**config.mk**
```make
export PLATFORM = sky130hd
export DESIGN_NAME = oscillator_warmup_counter
export DESIGN_NICKNAME = d
export VERILOG_FILES = /design/src/core/warmup_pkg.sv /design/src/core/tick_divider.sv /design/src/core/warmup_count.sv /design/src/core/oscillator_warmup_counter.sv
export SDC_FILE = /design/constraint.sdc
export NUM_CORES = 1
export LEC_CHECK = 0
export ABC_AREA = 1
export ABC_CLOCK_PERIOD_IN_PS = 3850
export BUFFER_PORTS_ARGS = -buffer_cell sky130_fd_sc_hd__clkbuf_2
export CORE_MARGIN = 4
export CORE_UTILIZATION = 40
export CTS_CLUSTER_SIZE = 30
export DETAILED_ROUTE_END_ITERATION = 6
export HOLD_SLACK_MARGIN = 0.15
export PLACE_DENSITY = 0.69
export SLEW_MARGIN = 20
export SYNTH_ARGS = -nofsm -noshare
export SYNTH_HDL_FRONTEND = slang
export SYNTH_SLANG_ARGS = --single-unit
```
**constraint.sdc**
```tcl
create_clock -name sys_clk -period 3.85 [get_ports sys_clk]
set_clock_uncertainty 0.2 [all_clocks]
set_input_delay 0.385 -clock sys_clk [delete_from_list [all_inputs] [get_ports sys_clk]]
set_output_delay 0.385 -clock sys_clk [all_outputs]
set_load 0.01 [all_outputs]
```
**src/core/warmup_pkg.sv**
```systemverilog
// Constants shared by the oscillator warm-up counter and its helpers.
package warmup_pkg;

    // ------------------------------------------------------------------
    // Clock rates
    // ------------------------------------------------------------------
    localparam longint SYS_HZ = 100_000_000;
    localparam longint FC_HZ  = 16_000_000;
    localparam longint FS_HZ  = 32_768;

    // Phase steps of the 32-bit accumulators that make the fc and fs ticks.
    localparam logic [31:0] FC_STEP = 32'((FC_HZ << 32) / SYS_HZ);
    localparam logic [31:0] FS_STEP = 32'((FS_HZ << 32) / SYS_HZ);

    // Shortest and longest warm-up intervals in their own units.
    localparam longint SLOW_MIN_US = 7_810;
    localparam longint SLOW_MAX_US = 1_990_000;
    localparam longint FAST_MIN_NS = 16_000;
    localparam longint FAST_MAX_NS = 4_080_000;

    // ------------------------------------------------------------------
    // Register byte addresses
    // ------------------------------------------------------------------
    localparam logic [7:0] ADDR_LOWER_CTL  = 8'h00;
    localparam logic [7:0] ADDR_UPPER_CTL  = 8'h04;
    localparam logic [7:0] ADDR_PERIOD_LO  = 8'h08;
    localparam logic [7:0] ADDR_PERIOD_HI  = 8'h0C;
    localparam logic [7:0] ADDR_SYSCTL_TWO = 8'h10;
    localparam logic [7:0] ADDR_IRQ_STATUS = 8'h14;
    localparam logic [7:0] ADDR_IRQ_MASK   = 8'h18;
    localparam logic [7:0] ADDR_COUNT      = 8'h1C;

    // ------------------------------------------------------------------
    // Reset values
    // ------------------------------------------------------------------
    localparam logic [7:0] RST_CTL       = 8'h00;
    localparam logic [7:0] RST_PERIOD    = 8'hFF;
    localparam logic [7:0] RST_SYSCTL    = 8'h80;
    localparam logic [0:0] RST_IRQ       = 1'h0;

    // ------------------------------------------------------------------
    // Control register fields
    // ------------------------------------------------------------------
    localparam int OUT_FF_BIT   = 7;
    localparam int CLK_SEL_HI   = 6;
    localparam int CLK_SEL_LO   = 4;
    localparam int START_BIT    = 3;
    localparam int MODE_HI      = 2;
    localparam int MODE_LO      = 0;

    localparam logic [2:0] CLK_SEL_FS  = 3'h4;
    localparam logic [2:0] CLK_SEL_FC  = 3'h6;
    localparam logic [2:0] MODE_CASCADE = 3'h3;
    localparam logic [2:0] MODE_WARMUP  = 3'h5;

    // System control two fields.
    localparam int FAST_OSC_BIT  = 7;
    localparam int SLOW_OSC_BIT  = 6;
    localparam int SLOW_SYS_BIT  = 5;

    // AXI responses.
    localparam logic [1:0] RESP_OKAY   = 2'h0;
    localparam logic [1:0] RESP_SLVERR = 2'h2;

endpackage : warmup_pkg

```
**src/core/tick_divider.sv**
```systemverilog
// Fractional divider that makes one-cycle rate enables from sys_clk.
module tick_divider #(
    parameter logic [31:0] STEP = 32'h0000_0001
) (
    // Clock and reset
    input  wire logic sys_clk,
    input  wire logic reset_n,
    // Rate enable
    output logic      tick
);

    logic [31:0] phase;
    logic [32:0] sum;

    assign sum = {1'b0, phase} + {1'b0, STEP};

    // ------------------------------------------------------------------
    // Phase accumulator
    // ------------------------------------------------------------------
    // The carry of the accumulator is the tick, so the mean rate is STEP/2^32 of the sys_clk rate.
    always_ff @(posedge sys_clk)
    begin
        if (!reset_n)
        begin
            phase <= 32'h0000_0000;
            tick  <= 1'b0;
        end
        else
        begin
            phase <= sum[31:0];
            tick  <= sum[32];
        end
    end

endmodule : tick_divider

```
**src/core/warmup_count.sv**
```systemverilog
// Sixteen-bit cascaded up-counter with upper-byte match detection.
module warmup_count (
    // Clock and reset
    input  wire logic        sys_clk,
    input  wire logic        reset_n,
    // Control
    input  wire logic        run,
    input  wire logic        tick,
    input  wire logic [7:0]  match_byte,
    // Status
    output logic      [15:0] count,
    output logic             match
);

    logic [15:0] next_count;
    logic [16:0] ticks_seen;

    assign next_count = count + 16'h0001;

    // ------------------------------------------------------------------
    // Counter
    // ------------------------------------------------------------------
    always_ff @(posedge sys_clk)
    begin
        if (!reset_n)
        begin
            count <= 16'h0000;
            match <= 1'b0;
        end
        else if (!run)
        begin
            count <= 16'h0000;
            match <= 1'b0;
        end
        else if (tick && next_count == {match_byte, 8'h00})
        begin
            count <= 16'h0000;
            match <= 1'b1;
        end
        else
        begin
            count <= tick ? next_count : count;
            match <= 1'b0;
        end
    end

    // ------------------------------------------------------------------
    // Checks
    // ------------------------------------------------------------------
    // Ticks counted since the start or the last match.
    always_ff @(posedge sys_clk)
    begin
        if (!reset_n || !run || match)
            ticks_seen <= {1'b0, 16'h0000} + {16'h0000, run & tick};
        else if (tick)
            ticks_seen <= ticks_seen + 17'h00001;
    end
endmodule : warmup_count

```
**src/core/oscillator_warmup_counter.sv**
```systemverilog
// Warm-up counter with oscillator controls behind an AXI4-Lite slave.

// Contract
// - Once started in warm-up mode the counter counts up to the period, clears and raises the match interrupt.
// - On the slow clock the interval spans 7.81 ms at 0100H to 1.99 s at FF00H.
// - On the fast clock the interval spans 16 us at 0100H to 4.08 ms at FF00H.
// - Lower control 43H selects the slow source in cascade, 63H the fast source.
// - Upper control 05H selects warm-up mode with output flip-flop cleared and the timer stopped.
// - System control two bit 7 enables the fast oscillator, bit 6 the slow one, bit 5 picks the slow system clock.
// - Only the upper period byte takes part in the match; the lower byte is ignored.
module oscillator_warmup_counter (
    // Clock and reset
    input  wire logic        sys_clk,
    input  wire logic        reset_n,
    // AXI4-Lite write address
    input  wire logic [7:0]  s_axi_awaddr,
    input  wire logic        s_axi_awvalid,
    output logic             s_axi_awready,
    // AXI4-Lite write data
    input  wire logic [31:0] s_axi_wdata,
    input  wire logic [3:0]  s_axi_wstrb,
    input  wire logic        s_axi_wvalid,
    output logic             s_axi_wready,
    // AXI4-Lite write response
    output logic [1:0]       s_axi_bresp,
    output logic             s_axi_bvalid,
    input  wire logic        s_axi_bready,
    // AXI4-Lite read address
    input  wire logic [7:0]  s_axi_araddr,
    input  wire logic        s_axi_arvalid,
    output logic             s_axi_arready,
    // AXI4-Lite read data
    output logic [31:0]      s_axi_rdata,
    output logic [1:0]       s_axi_rresp,
    output logic             s_axi_rvalid,
    input  wire logic        s_axi_rready,
    // Interrupts
    output logic             irq,
    output logic             cascade_match_irq,
    // Oscillator and clock controls
    output logic             fast_osc_enable,
    output logic             slow_osc_enable,
    output logic             slow_clock_select,
    // Timer output flip-flops
    output logic             upper_output_ff,
    output logic             lower_output_ff
);

    logic [7:0]  lower_timer_control;
    logic [7:0]  upper_timer_control;
    logic [7:0]  period_reg_lower;
    logic [7:0]  period_reg_upper;
    logic [7:0]  system_control_two;
    logic        irq_status;
    logic        irq_mask;

    logic        fc_tick;
    logic        fs_tick;
    logic        tick;
    logic        run;
    logic [2:0]  clk_sel;
    logic [15:0] count;
    logic        match;

    logic        wr_go;
    logic        wr_lane;
    logic        wr_hit;
    logic        rd_go;
    logic        rd_hit;
    logic [31:0] next_rdata;

    // ------------------------------------------------------------------
    // Rate enables and counter
    // ------------------------------------------------------------------
    tick_divider #(
        .STEP    (warmup_pkg::FC_STEP)
    ) u_fc_div (
        .sys_clk (sys_clk),
        .reset_n (reset_n),
        .tick    (fc_tick)
    );

    tick_divider #(
        .STEP    (warmup_pkg::FS_STEP)
    ) u_fs_div (
        .sys_clk (sys_clk),
        .reset_n (reset_n),
        .tick    (fs_tick)
    );

    assign clk_sel = lower_timer_control[warmup_pkg::CLK_SEL_HI:
                                         warmup_pkg::CLK_SEL_LO];

    // Only the fs and fc sources count; other selections hold the count.
    always_comb
    begin
        case (clk_sel)
            warmup_pkg::CLK_SEL_FS: tick = fs_tick;
            warmup_pkg::CLK_SEL_FC: tick = fc_tick;
            default:                tick = 1'b0;
        endcase
    end

    // The pair runs only with the lower timer in cascade and the upper
    // timer in warm-up mode, and only while the start bit is set.
    assign run = upper_timer_control[warmup_pkg::START_BIT]
        && upper_timer_control[warmup_pkg::MODE_HI:warmup_pkg::MODE_LO]
           == warmup_pkg::MODE_WARMUP
        && lower_timer_control[warmup_pkg::MODE_HI:warmup_pkg::MODE_LO]
           == warmup_pkg::MODE_CASCADE;

    warmup_count u_count (
        .sys_clk    (sys_clk),
        .reset_n    (reset_n),
        .run        (run),
        .tick       (tick),
        .match_byte (period_reg_upper),
        .count      (count),
        .match      (match)
    );

    assign cascade_match_irq = match;

    // ------------------------------------------------------------------
    // Oscillator controls and output flip-flops
    // ------------------------------------------------------------------
    assign fast_osc_enable   = system_control_two[warmup_pkg::FAST_OSC_BIT];
    assign slow_osc_enable   = system_control_two[warmup_pkg::SLOW_OSC_BIT];
    assign slow_clock_select = system_control_two[warmup_pkg::SLOW_SYS_BIT];

    // Warm-up mode never toggles the flip-flops; they show their initial
    // value, loaded whenever the timer is stopped.
    always_ff @(posedge sys_clk)
    begin
        if (!reset_n)
        begin
            upper_output_ff <= 1'b0;
            lower_output_ff <= 1'b0;
        end
        else if (!run)
        begin
            upper_output_ff <= upper_timer_control[warmup_pkg::OUT_FF_BIT];
            lower_output_ff <= lower_timer_control[warmup_pkg::OUT_FF_BIT];
        end
    end

    // ------------------------------------------------------------------
    // AXI4-Lite write channel
    // ------------------------------------------------------------------
    // Address and data are taken together in one cycle.
    assign wr_go         = s_axi_awvalid && s_axi_wvalid && !s_axi_bvalid;
    assign s_axi_awready = wr_go;
    assign s_axi_wready  = wr_go;
    assign wr_lane       = wr_go && s_axi_wstrb[0];

    always_comb
    begin
        case (s_axi_awaddr)
            warmup_pkg::ADDR_LOWER_CTL,
            warmup_pkg::ADDR_UPPER_CTL,
            warmup_pkg::ADDR_PERIOD_LO,
            warmup_pkg::ADDR_PERIOD_HI,
            warmup_pkg::ADDR_SYSCTL_TWO,
            warmup_pkg::ADDR_IRQ_STATUS,
            warmup_pkg::ADDR_IRQ_MASK,
            warmup_pkg::ADDR_COUNT:     wr_hit = 1'b1;
            default:                    wr_hit = 1'b0;
        endcase
    end

    always_ff @(posedge sys_clk)
    begin
        if (!reset_n)
        begin
            s_axi_bvalid <= 1'b0;
            s_axi_bresp  <= warmup_pkg::RESP_OKAY;
        end
        else if (wr_go)
        begin
            s_axi_bvalid <= 1'b1;
            s_axi_bresp  <= wr_hit ? warmup_pkg::RESP_OKAY
                                   : warmup_pkg::RESP_SLVERR;
        end
        else if (s_axi_bready)
            s_axi_bvalid <= 1'b0;
    end

    always_ff @(posedge sys_clk)
    begin
        if (!reset_n)
        begin
            lower_timer_control <= warmup_pkg::RST_CTL;
            upper_timer_control <= warmup_pkg::RST_CTL;
            period_reg_lower    <= warmup_pkg::RST_PERIOD;
            period_reg_upper    <= warmup_pkg::RST_PERIOD;
            system_control_two  <= warmup_pkg::RST_SYSCTL;
            irq_mask            <= warmup_pkg::RST_IRQ;
        end
        else if (wr_lane)
        begin
            case (s_axi_awaddr)
                warmup_pkg::ADDR_LOWER_CTL:
                    lower_timer_control <= s_axi_wdata[7:0];
                warmup_pkg::ADDR_UPPER_CTL:
                    upper_timer_control <= s_axi_wdata[7:0];
                warmup_pkg::ADDR_PERIOD_LO:
                    period_reg_lower    <= s_axi_wdata[7:0];
                warmup_pkg::ADDR_PERIOD_HI:
                    period_reg_upper    <= s_axi_wdata[7:0];
                warmup_pkg::ADDR_SYSCTL_TWO:
                    system_control_two  <= s_axi_wdata[7:0];
                warmup_pkg::ADDR_IRQ_MASK:
                    irq_mask            <= s_axi_wdata[0];
                default:
                    irq_mask            <= irq_mask;
            endcase
        end
    end

    // ------------------------------------------------------------------
    // Interrupt status
    // ------------------------------------------------------------------
    // A match in the same cycle as a write-one-to-clear keeps the bit set.
    always_ff @(posedge sys_clk)
    begin
        if (!reset_n)
            irq_status <= warmup_pkg::RST_IRQ;
        else if (match)
            irq_status <= 1'b1;
        else if (wr_lane && s_axi_awaddr == warmup_pkg::ADDR_IRQ_STATUS
                 && s_axi_wdata[0])
            irq_status <= 1'b0;
    end

    assign irq = irq_status && irq_mask;

    // ------------------------------------------------------------------
    // AXI4-Lite read channel
    // ------------------------------------------------------------------
    assign s_axi_arready = !s_axi_rvalid;
    assign rd_go         = s_axi_arvalid && !s_axi_rvalid;

    always_comb
    begin
        rd_hit     = 1'b1;
        next_rdata = 32'h0000_0000;
        case (s_axi_araddr)
            warmup_pkg::ADDR_LOWER_CTL:
                next_rdata[7:0] = lower_timer_control;
            warmup_pkg::ADDR_UPPER_CTL:
                next_rdata[7:0] = upper_timer_control;
            warmup_pkg::ADDR_PERIOD_LO:
                next_rdata[7:0] = period_reg_lower;
            warmup_pkg::ADDR_PERIOD_HI:
                next_rdata[7:0] = period_reg_upper;
            warmup_pkg::ADDR_SYSCTL_TWO:
                next_rdata[7:0] = system_control_two;
            warmup_pkg::ADDR_IRQ_STATUS:
                next_rdata[0] = irq_status;
            warmup_pkg::ADDR_IRQ_MASK:
                next_rdata[0] = irq_mask;
            warmup_pkg::ADDR_COUNT:
                next_rdata[15:0] = count;
            default:
                rd_hit = 1'b0;
        endcase
    end

    always_ff @(posedge sys_clk)
    begin
        if (!reset_n)
        begin
            s_axi_rvalid <= 1'b0;
            s_axi_rdata  <= 32'h0000_0000;
            s_axi_rresp  <= warmup_pkg::RESP_OKAY;
        end
        else if (rd_go)
        begin
            s_axi_rvalid <= 1'b1;
            s_axi_rdata  <= next_rdata;
            s_axi_rresp  <= rd_hit ? warmup_pkg::RESP_OKAY
                                   : warmup_pkg::RESP_SLVERR;
        end
        else if (s_axi_rready)
            s_axi_rvalid <= 1'b0;
    end
endmodule : oscillator_warmup_counter

```
======== Word-level counts from Yosys, hierarchy flattened ========
Memory sizes are Yosys's and may differ from the RTL's.
Index checks and enable logic that the tools add are counted.
word-level totals
  bits in read-only memories .............. 32
  register bits ........................... 149
  output and inout bits ................... 48
  bits of input ports ..................... 59
  memories ................................ 1
operators by class
  reductions and logical operators ........ 27
  mux-type cells .......................... 15
  bitwise gates (word level) .............. 2
  add/sub/neg operators ................... 3
  equal/unequal tests ..................... 18
memories
  memory           depth  width  read ports  clocked after Yosys merged registers in  write ports  line                              source
  (no name shown)  32     1      1           0                                        0            oscillator_warmup_counter.sv:158  case (s_axi_awaddr)
operator list
  cell                                                  count
  equality test 8 x 5 -> 1 bit (second input constant)  7
  case mux 7 bit (6 select lines)                       1
  adder 32 x 21 -> 33 bit (second input constant)       1
  adder 32 x 30 -> 33 bit (second input constant)       1
  equality test 8 x 4 -> 1 bit (second input constant)  4
  adder 16 x 1 -> 16 bit (second input constant)        1
  equality test 16 bit                                  1
  equality test 8 x 3 -> 1 bit (second input constant)  2
  zero test 8 bit                                       2
  AND reduction 2 bit                                   7
  logical AND 1 bit                                     10
  equality test 3 bit (second input constant)           3
  two-way mux 1 bit                                     9
  two-way mux 8 bit                                     1
  case mux 1 bit (8 select lines)                       1
  OR reduction 8 bit                                    1
  nonzero test 2 bit                                    3
  two-way mux 2 bit                                     2
  equality test 3 x 2 -> 1 bit (second input constant)  1
  zero test 3 bit                                       1
  OR reduction 3 bit                                    1
  zero test 1 bit                                       2
  NOT 1 bit                                             2
  case mux 1 bit (2 select lines)                       1

======== Longest topological paths before layout ========
Gate-level depths: netlist of run 1.
  depth in word-level cells ............... 7
  gate-level depth with buffers ........... 15

======== Modules after synthesis ========
Synthesis of run 1 repeated with hierarchy kept, for this count alone.
unflattened totals
  cells, all modules ...................... 1323
  area, all modules ....................... 8513.2 um^2
by module, submodules not included
  module                     seq. area each (um^2)  cells each  area each (um^2)  times used
  oscillator_warmup_counter  1281.2                 428         3218.1            1
  tick_divider (u_fc_div)    660.6                  350         2085.8            1
  tick_divider (u_fs_div)    640.6                  348         1988.2            1
  warmup_count               340.3                  197         1221.2            1

======== Least setup slack after synthesis of run 1 ========
OpenSTA, ideal clock, no wires.
  kind .................................... reg-to-reg
  from .................................... register u_count.count[0]
  to ...................................... register u_count.count[6]
  stages on the path, launching flop included .. 16
  period minus slack after synthesis ...... 2.053 ns
  path slack .............................. 1.797 ns
  arrival ................................. 1.734 ns
  library setup time ...................... 0.119 ns
  cells stage by stage .................... dfxtp_1 ha_1 nand3_1 nor2_2 nand2_1 nand2_1 nand2_1 nand2_1 nand2_1 inv_1 nand2_1 nor2_2 nand3_2 nand2_4 buf_12 nor2_2
between the ends
  longest elaborated chain between the ends .. 4
ends and longest elaborated chain
  element                              line                source
  start: declaration                   warmup_count.sv:11  output logic [15:0] count,
  start signal: assignment             warmup_count.sv:42  count <= tick ? next_count : count;
  adder 16 x 1 -> 16 bit *             warmup_count.sv:18  assign next_count = count + 16'h0001;
  equality test 16 bit                 warmup_count.sv:35  else if (tick && next_count == {match_byte, 8'h00})
  logical AND 1 bit                    warmup_count.sv:35
  OR reduction 3 bit (no source line)  --
Every way passes the cells marked *; elsewhere a longest branch is shown, timed or not.
A chain may end at the register's enable or synchronous reset.

======== Worst setup path in the final report of run 1 ========
  from .................................... input s_axi_awaddr[0]
  to ...................................... register period_reg_lower[5]
between the ends
  longest elaborated chain between the ends .. 2
ends and longest elaborated chain
  element                               line                              source
  start: declaration                    oscillator_warmup_counter.sv:16   input wire logic [7:0] s_axi_awaddr,
  equality test 8 x 4 -> 1 bit          oscillator_warmup_counter.sv:201  case (s_axi_awaddr)
  AND reduction 2 bit (no source line)  --
  end signal: assignment                oscillator_warmup_counter.sv:194  period_reg_lower <= warmup_pkg::RST_PERIOD;
  end signal: assignment                oscillator_warmup_counter.sv:207  period_reg_lower <= s_axi_wdata[7:0];
  end: declaration                      oscillator_warmup_counter.sv:51   logic [7:0] period_reg_lower;
Every way passes these cells.

==> out/results.txt, run 1 <==
CTS Root Cell: clkbuf_16
Vias: 7,280
Pre-antenna DRT Iters: 5
Core Region: 18,200 sq um
Gr ovfl total: 0
Num rows: 49
Clk slew on worst S/H paths: 0.06 ns
Crit Path Max Fanout: 16
Mean Syn Cell Area: 6.70 sq um
Final hold vios: 0
Diode count: 0
Pin count of the biggest net entering global routing: 107
Worst endpoint required time: 3.98 ns
Post-synth EDFFs: 0
Kind of critical path: in2reg
Initial antenna violation count: 0
Post-synth top flop: dfxtp_1
CP startpoint kind: input port
Critical path endpoint category: flip-flop
Max-cap violations: 0
Sink Count: 146
Post_cts resized: 0
Post-Synthesis Cells: 1,123
Final antenna-violating net count: 0
Yosys warns: 0
Worst-Skew Late Latency: 0.43 ns
Critical path cell sequence: dlygate4sd3_1, clkbuf_2, nor2_1, inv_1, nor3_1, nand4_1, o211ai_1
Layout cell share with drive strength beyond 1: 10.8%
Total I/O pin count: 107
Worst IR drop on VDD: 0.281 mV
Number of synthesized register bits: 146
Initial Utilization: 41.3%
Sequential-to-total area share from yosys stat: 38.8%
Drt wl/cell: 13.2 um
Routed WL: 19,000 um
Iteration-0 DRC count of the detailed router: 600
Slowest cell on crit path: nand4_1
Die X: 145 um
Fmax: 396 MHz
DP HPWL: 13,800 um
Critical path arrival: 2.66 ns
Layout area overhead: 15.9%
Max Slew Vio Count: 0
Fillers: 1,792
Post-synth cell types: 43
Die footprint: 21,100 sq um
Worst Hold Class: in2reg
Post-synthesis cell area: 7530 sq um
Min cycle time layout: 2.53 ns
Commonest cells after routing, fill and taps aside: nand2_1 (234), dfxtp_1 (146), inv_1 (143)
CP peak stage delay: 0.64 ns
Die H: 145 um
Period utilisation layout: 65.7%
Remaining DRCs: 0
Max-slew headroom: 35.6%
GPL Wtd Cong: 0.856
First-pass GRT wire length: 31,800 um
Most common cell after layout, fill and taps aside: nand2_1
H-tree level count: 4
Hold-fix buffers, CTS: 14
GRT Util Overall: 18.1%
RSZ-0062 raised after global routing: false
Drt via density: 5.07
Setup TNS: 0 ns
Post-synth ARST share: 0%
Status: finished, final reports clean
Vias in the first global route: 6,540
Port Buffer Count: 61
LEAKAGE: 3.86 nW
Num CTS Buffers: 17
Setup slack after layout: 1.32 ns
Tightest Pin Transition: 0.966 ns
Pre-CTS setup slack: 1.42 ns
CTS Buffer Depth: 2
Pwr Density: 450 nW/um^2
CTS tree: done
Nets: 1,259
Setup Buffers After CTS: 0
Endpoints failing setup: 0
-- final cells by class --
cell class                 count  area [sq um]  share of cell area, %
timing repair buffer          81           490                   5.62
tap                          229           287                   3.28
inverter                     144           541                   6.20
multi-input combinational    806          3870                   44.3
clock inverter                12           183                   2.09
sequential                   146          2920                   33.5
clock buffer                  19           433                   4.96
-- cell families after synthesis --
kind of cell	after synthesis	share of synthesized area, %
compound gates	271	19.7
xor+xnor	7	0.814
fa+ha+maj	4	0.665
buf+inv	188	10.7
flops	146	38.8
other cells	1	0.0498
simple gates	506	29.3
-- worst max-delay path: cells and delay by family --
kind                   cells  cell delay, ns
and+or+nand+nor            3            1.07
buffers and inverters      3            0.76
AOI/OAI and AO/OA          1            0.43
-- routing by layer --
layer | track usage (%) | vias to the layer above | part of all wire, %
li1 | - | 3825 | -
met1 | 24.7 | 3246 | 48
met2 | 29.6 | 185 | 45
met3 | 3.55 | 24 | 5.2
met4 | 4.46 | 0 | 1.2
met5 | 0 | - | 0
-- worst paths after layout --
path / startpoint / to / slack (ns) / depth (start not counted)
setup / recovery: s_axi_awaddr[0] / period_reg_lower[5] / 1.32 / 7
hold reg to reg: u_fc_div.phase[0] / u_fc_div.phase[0] / 0.24 / 1
setup reg to reg: lower_timer_control[5] / u_count.count[0] / 1.46 / 10
hold / removal: s_axi_awaddr[2] / irq_mask / 0.17 / 4
-- power by group --
| group | internal [mW] | switching (mW) |
|---|---|---|
| clock network | 1.09 | 0.663 |
| logic | 0.164 | 0.317 |
| registers | 1.60 | 0.0903 |
-- synthesized netlist by cell type, types with 2 or more instances --
library cell    n  area share (%)
inv_1         143             7.1
o21ai_1         2            0.13
o21a_1          3            0.30
o31ai_1         2            0.20
a31oi_1         7            0.58
nor2_1        131             6.5
nor3_2          2            0.27
nand3_2         5            0.66
ha_1            4            0.66
nor2_4          2            0.30
nand2_1       234              12
nand4_1        18             1.5
nand3_1        58             3.9
o21ai_0       112             7.4
a41oi_1         4            0.47
o22ai_1         2            0.17
o211ai_1       17             1.7
clkbuf_1       21             1.0
dfxtp_1       146              39
a21oi_1       107             7.1
nor2_2         18             1.5
o21bai_1        3            0.30
a211oi_1        5            0.50
xor2_1          7            0.81
nor4_1          2            0.17
nor3_1         28             1.9
or2_2           3            0.25
buf_4          21             2.1
nor3b_1         2            0.20
-- metrics by stage --
stage	hold WS, ns	utilization, %	instance area (sq um)	total power, mW	instances
after floorplan	0.214	-	7590	2.07	1140
after global placement	0.226	43.8	7970	2.19	1392
after detailed placement	0.233	43.8	7970	2.19	1392
after CTS	0.151	47.9	8720	3.95	1437
after global routing	0.193	47.9	8720	4.12	1437
final	0.166	47.9	8720	3.93	1437
-- sequential cells by signal, summed over array words and instances, names as in the netlist, 8 cells and up --
| name | flops |
|---|---|
| system_control_two | 8 |
| upper_timer_control | 8 |
| period_reg_upper | 8 |
| period_reg_lower | 8 |
| s_axi_rdata | 16 |
| u_fs_div.phase | 31 |
| u_count.count | 16 |
| lower_timer_control | 8 |
| u_fc_div.phase | 32 |
Power figures use the tool's default switching activity.
==> inputs of run 2 (changes only) <==
ABC_CLOCK_PERIOD_IN_PS = 2100   (was 3850)
PLACE_DENSITY = 0.71   (was 0.69)
clock period = 2.1 ns   (was 3.85 ns; I/O delays follow)
==> run 2 against run 1 <==
Sequential power grew 84%. Sequential share of layout area shrank 2.2 points. First-iteration DRC count shrank 1.0%. Register-to-register slack lost 1.4 ns. Worst hold slack gained 0.0030 ns. Sequential cell count is the same. Power grew 93%. Critical path type is now reg2reg. Critical endpoint is now u_count.count[15]. Highest routed layer unchanged.
==> out/results.txt, run 2 (synthesis gave the netlist of run 1 again) <==
Most common cell after layout, fill and taps aside: nand2_1 (unchanged)
Max-slew headroom: 41.7% (was 35.6%)
Critical path arrival: 2.19 ns (was 2.66 ns)
Post-Place Cells: 1,414 (was 1,392)
Crit Path Max Fanout: 8 (was 16)
DP HPWL: 14,100 um (was 13,800 um)
Fmax: 479 MHz
Clk slew on worst S/H paths: 0.06 ns (about the same)
CP top delay family: simple AND/OR/NAND/NOR gates (unchanged)
Most used cell, CP: nand2_1
Num rows: 49 (unchanged)
Die X: 145 um (unchanged)
Total I/O pin count: 107 (unchanged)
Remaining DRCs: 0 (unchanged)
Kind of critical path: reg2reg (was in2reg)
GRT Util Overall: 18.7% (was 18.1%)
Top reg by flops: u_fc_div.phase (unchanged)
Commonest cells after routing, fill and taps aside: nand2_1 (226), inv_1 (140), dfxtp_1 (139) (was nand2_1 (234), dfxtp_1 (146), inv_1 (143))
RSZ-0062 raised after global routing: true (was false)
CP startpoint: u_count.count[1] (was s_axi_awaddr[0])
Design Area, Final: 9360 sq um (was 8720 sq um)
CP peak stage delay: 0.35 ns (was 0.64 ns)
H-tree level count: 4 (unchanged)
Iteration-0 DRC count of the detailed router: 594 (was 600)
Initial Utilization: 41.3% (unchanged)
Setup TNS: 0 ns (unchanged)
GPL Wtd Cong: 0.903 (was 0.856)
Drt wl/cell: 13.5 um (was 13.2 um)
Initial antenna violation count: 0 (unchanged)
Layout cell share with drive strength beyond 1: 15.8% (was 10.8%)
Worst Hold Class: in2reg (unchanged)
Vias in the first global route: 6,932 (was 6,540)
LEAKAGE: 4.12 nW (was 3.86 nW)
Pwr Density: 810 nW/um^2 (was 450 nW/um^2)
Total power: 7.58 mW (was 3.93 mW)
Pre-CTS setup slack: -0.0434 ns (was 1.42 ns)
Period utilisation layout: 99.3%
Worst-Skew Late Latency: 0.43 ns (about the same)
Core Region: 18,200 sq um (unchanged)
Port Buffer Count: 61 (unchanged)
WP depth: 12 (was 7)
Reg2reg path depth: 12 (was 10)
Tightest Pin Transition: 0.872 ns (was 0.966 ns)
Pre-antenna DRT Iters: 5 (unchanged)
CP startpoint kind: flip-flop (was input port)
Nets: 1,301 (was 1,259)
Gr ovfl total: 0 (unchanged)
Regs by FF count: u_fc_div.phase: 32 flops, u_fs_div.phase: 31 flops (unchanged)
Critical path endpoint category: flip-flop (unchanged)
Final hold vios: 0 (unchanged)
Endpoints failing setup: 0 (unchanged)
CTS Root Cell: clkbuf_16 (unchanged)
Layout area overhead: 24.3% (was 15.9%)
Non-Filler Instances: 1,479 (was 1,437)
First-pass GRT wire length: 33,200 um (was 31,800 um)
Hold path start: s_axi_araddr[5] (was s_axi_awaddr[2])
Die H: 145 um (unchanged)
Pin count of the biggest net entering global routing: 67 (was 107)
Die footprint: 21,100 sq um (unchanged)
Status: finished, final reports clean (unchanged)
Setup slack after layout: 0.0138 ns (was 1.32 ns)
Final antenna-violating net count: 0 (unchanged)
Reg-to-reg startpoint: u_count.count[1] (was lower_timer_control[5])
Max reg flops: 32 (unchanged)
Max-cap violations: 0 (unchanged)
CTS Buffer Depth: 2 (unchanged)
CP bufs+invs: 1 (was 3)
Sink Count: 146 (unchanged)
Num CTS Buffers: 17 (unchanged)
Min cycle time layout: 2.09 ns
Worst IR drop on VDD: 0.565 mV (was 0.281 mV)
CTS tree: done (unchanged)
Max Slew Vio Count: 0 (unchanged)
Routed WL: 19,900 um (was 19,000 um)
Drt via density: 5.15 (was 5.07)
Critical path cell sequence: buf_4, nand3_4, nor2_4, nand2_1, nand2_1, nand2_1, nor2_1, nand4_1, nor2_2, nand3_4, nand2_8, nor2_2 (was dlygate4sd3_1, clkbuf_2, nor2_1, inv_1, nor3_1, nand4_1, o211ai_1)
Worst endpoint required time: 2.21 ns (was 3.98 ns)
Fillers: 1,728 (was 1,792)
Vias: 7,618 (was 7,280)
Slowest cell on crit path: dfxtp_2 (was nand4_1)
Hold depth: 8 (was 4)
Diode count: 0 (unchanged)
Placed Area: 8130 sq um (was 7970 sq um)
## run 2: changes by cell type in the layout (fill, tap and decap cells not counted), moves of 4 or more
| cell | change |
|---|---|
| buf_4 | +22 |
| dfxtp_1 | -7 |
| dfxtp_2 | +7 |
| dlygate4sd3_1 | +16 |
| nand2_1 | -8 |
| nand2_2 | +6 |
| nand3_1 | -4 |
| nor2_1 | -11 |
| nor2_2 | +7 |
| nor2_4 | +4 |
## run 2: path summary, 6_finish.rpt
kind                       endpoint  slack, ns
setup / recovery  u_count.count[15]       0.01
hold reg to reg   u_fc_div.phase[0]       0.23
hold / removal       s_axi_rdata[0]       0.17
setup reg to reg  u_count.count[15]       0.01
## run 2: area by class of cell
type                            instances  area [sq um]  area share, %
Timing Repair Buffer                  122           850           9.08
Inverter                              144           541           5.77
Clock buffer                           21           470           5.03
Sequential cell                       146          2930           31.3
Tap cell                              229           287           3.06
Multi-Input combinational cell        807          4080           43.6
Clock inverter                         10           204           2.18
## run 2: worst reg2reg max path, cell delays in order, from the launching register on
cell and delay, ns:
dfxtp_2 0.35, buf_4 0.15, nand3_4 0.09, nor2_4 0.18, nand2_1 0.07, nand2_1 0.09, nand2_1 0.06, nor2_1 0.10
nand4_1 0.13, nor2_2 0.16, nand3_4 0.17, nand2_8 0.18, nor2_2 0.05
## run 2: metrics by stage
stage | hold WS (ns) | utilization, %
after floorplan | 0.140 | -
after global placement | 0.226 | 44.7
after detailed placement | 0.234 | 44.7
after CTS | 0.161 | 50.5
after global routing | 0.239 | 51.4
final | 0.169 | 51.4
## run 2: repair_timing
item / CTS / global route
setup endpoints to repair: 19 / 55
endpoints found under the hold margin: 63 / 0
resized for setup: 17 / 45
hold buffers: 30 / 0
buffers inserted: 1 / 2
pin swaps: 6 / 9
cloned: 1 / 0
## run 2: layer usage
metal  vias to the layer above  global-route usage [%]  share of wire (%)
met5                         -                       0                  0
met4                         0                    5.94                1.7
met3                        30                    3.65                5.2
met2                       209                    31.5                 48
met1                      3455                    24.3                 45
li1                       3924                       -                  -
## run 2: power breakdown
group / internal, mW / switching, mW
Clock: 2.31 / 1.17
Combinational: 0.361 / 0.634
Sequential: 2.94 / 0.165
==> inputs of run 3 (changes only) <==
SETUP_SLACK_MARGIN = 0.05   (was not set)
==> run 3 against run 2 <==
Cell count is 0.88% higher. Highest routed layer unchanged. Via count is 2.3% higher. Worst hold slack better by 0.032 ns.
==> out/results.txt, run 3 (synthesis gave the netlist of run 1 again) <==
Status: finished, final reports clean (unchanged)
Max-cap violations: 0 (unchanged)
Most common cell after layout, fill and taps aside: nand2_1 (unchanged)
Die footprint: 21,100 sq um (unchanged)
Drt wl/cell: 14.0 um (was 13.5 um)
Reg-to-reg startpoint: u_count.count[0] (was u_count.count[1])
Num CTS Buffers: 17 (unchanged)
Worst endpoint required time: 2.22 ns (was 2.21 ns)
Sink Count: 146 (unchanged)
Layout cell share with drive strength beyond 1: 17.6% (was 15.8%)
CTS Root Cell: clkbuf_16 (unchanged)
CP top delay family: simple AND/OR/NAND/NOR gates (unchanged)
Final core utilization: 51.8% (was 51.4%)
Critical path cell sequence: buf_6, nand2_1, nor2_4, nand3_2, o21bai_2, nand2_1, nand2_1, nand2_1, nor2_2, nand3_4, nand2_8, nor2_1 (was buf_4, nand3_4, nor2_4, nand2_1, nand2_1, nand2_1, nor2_1, nand4_1, nor2_2, nand3_4, nand2_8, nor2_2)
R2R Path End: u_count.count[3] (was u_count.count[15])
GRT Util Overall: 19.2% (was 18.7%)
Design Area, Final: 9430 sq um (was 9360 sq um)
Worst-Skew Late Latency: 0.44 ns (was 0.43 ns)
Total power: 7.19 mW (was 7.58 mW)
Placed Area: 8180 sq um (was 8130 sq um)
Worst Hold Class: in2reg (unchanged)
Max-slew headroom: 42.3% (was 41.7%)
Endpoints failing setup: 0 (unchanged)
Worst IR drop on VDD: 0.589 mV (was 0.565 mV)
DP HPWL: 14,300 um (was 14,100 um)
Die X: 145 um (unchanged)
Most used cell, CP: nand2_1 (unchanged)
Iteration-0 DRC count of the detailed router: 684 (was 594)
Met1 wire length: 9200 um (was 9050 um)
Commonest cells after routing, fill and taps aside: nand2_1 (224), inv_1 (139), dfxtp_1 (134) (was nand2_1 (226), inv_1 (140), dfxtp_1 (139))
Metal3 WL: 1290 um (was 1030 um)
Pre-CTS setup slack: -0.0198 ns (was -0.0434 ns)
Vias: 7,797 (was 7,618)
Hold Path End: irq_mask (was s_axi_rdata[0])
Setup TNS: 0 ns (unchanged)
Remaining DRCs: 0 (unchanged)
Critical path endpoint category: flip-flop (unchanged)
Non-Filler Instances: 1,492 (was 1,479)
Diode count: 0 (unchanged)
Pin count of the biggest net entering global routing: 79 (was 67)
Regs by FF count: u_fc_div.phase: 32 flops, u_fs_div.phase: 31 flops (unchanged)
Min cycle time layout: 2.09 ns (about the same)
Initial Utilization: 41.3% (unchanged)
Kind of critical path: reg2reg (unchanged)
Port Buffer Count: 61 (unchanged)
Nets: 1,314 (was 1,301)
RSZ-0062 raised after global routing: true (unchanged)
H-tree level count: 4 (unchanged)
R2R Setup Slk: 0.007 ns (was 0.01 ns)
CTS Buffer Depth: 2 (unchanged)
Gr ovfl total: 0 (unchanged)
Final antenna-violating net count: 0 (unchanged)
Fmax: 478 MHz (was 479 MHz)
Layout area overhead: 25.3% (was 24.3%)
Drt via density: 5.23 (was 5.15)
First-pass GRT wire length: 33,700 um (was 33,200 um)
Tightest Pin Transition: 0.862 ns (was 0.872 ns)
Top reg by flops: u_fc_div.phase (unchanged)
Die H: 145 um (unchanged)
Max Used Layer: met4 (unchanged)
CP startpoint kind: flip-flop (unchanged)
Core Region: 18,200 sq um (unchanged)
Hold depth: 7 (was 8)
Final hold vios: 0 (unchanged)
CP peak stage delay: 0.36 ns (was 0.35 ns)
LEAKAGE: 4.13 nW (was 4.12 nW)
GPL Wtd Cong: 0.900 (was 0.903)
Pre-antenna DRT Iters: 5 (unchanged)
CTS tree: done (unchanged)
Reg2reg path depth: 12 (unchanged)
Met2 WL: 9830 um (was 9500 um)
Initial antenna violation count: 0 (unchanged)
Setup slack after layout: 0.00680 ns (was 0.0138 ns)
Clk slew on worst S/H paths: 0.06 ns (about the same)
CP bufs+invs: 1 (unchanged)
Routed WL: 20,900 um (was 19,900 um)
Crit Path Max Fanout: 8 (unchanged)
Post-Place Cells: 1,418 (was 1,414)
Slowest cell on crit path: dfxtp_4 (was dfxtp_2)
WHS: 0.201 ns (was 0.169 ns)
Pwr Density: 763 nW/um^2 (was 810 nW/um^2)
Vias in the first global route: 7,004 (was 6,932)
Num rows: 49 (unchanged)
Max reg flops: 32 (unchanged)
Hold path start: s_axi_awvalid (was s_axi_araddr[5])
Total I/O pin count: 107 (unchanged)
Max Slew Vio Count: 0 (unchanged)
Critical path arrival: 2.22 ns (was 2.19 ns)
Period utilisation layout: 99.7% (was 99.3%)
run 3: cell count changes in the layout (fill, tap and decap cells not counted), moves of 3 or more:
cell and change:
clkbuf_8 -3, nor3_2 +3, nor2_1 -4, nor3_1 -3, nand2_2 +3, buf_4 +9
dfxtp_2 +4, nor2_4 +4, dfxtp_1 -5, bufinv_16 -4, inv_6 +4, clkinvlp_4 +4
dlygate4sd3_1 +3
run 3: how the worst max path moves through the flow:
stage,startpoint,endpoint,slack [ns],depth (start not counted)
final,u_count.count[0],u_count.count[3],0.007,12
after global routing,u_count.count[2],u_count.count[2],-0.11,13
after CTS,u_count.count[0],u_count.count[8],0.05,12
after global placement,u_count.count[1],u_count.count[0],0.003,14
after floorplan,u_count.count[1],u_count.count[6],0.09,15
after detailed placement,u_count.count[1],u_count.count[0],-0.02,14
run 3: where the power goes:
part / leakage, nW / internal [mW] / switching, mW / total [mW]
logic: 2.65 / 0.383 / 0.652 / 1.03
clock network: 0.276 / 1.76 / 1.28 / 3.05
registers: 1.20 / 2.94 / 0.171 / 3.11
run 3: what timing repair did:
item                                   in CTS  in global routing
gates cloned                                1                  1
hold buffers                               33                  0
endpoints found under the hold margin     118                  0
setup endpoints to repair                  21                 74
buffers inserted                            0                  8
pin swaps                                   6                 18
resized for setup                          16                 63
run 3: worst min-delay path: cells and delay by family:
| family | cells | cell delay, ns |
|---|---|---|
| AND/OR/NAND/NOR | 4 | 0.34 |
| buffers and inverters | 1 | 0.08 |
| AO/OA/AOI/OAI | 2 | 0.17 |
run 3: area by class of cell:
class | instances | area (sq um)
inverter | 144 | 544
multi-input combinational | 807 | 4120
clock inverter | 13 | 151
timing repair buffer | 134 | 956
tap | 229 | 287
sequential | 146 | 2940
fill | 1708 | 8780
clock buffer | 18 | 429
timing repair inverter | 1 | 5.00
run 3: routing by layer:
metal | up-vias | track usage [%]
li1 | 3928 | -
met1 | 3559 | 24.8
met2 | 259 | 31.5
met3 | 51 | 3.99
met4 | 0 | 7.55
met5 | - | 0
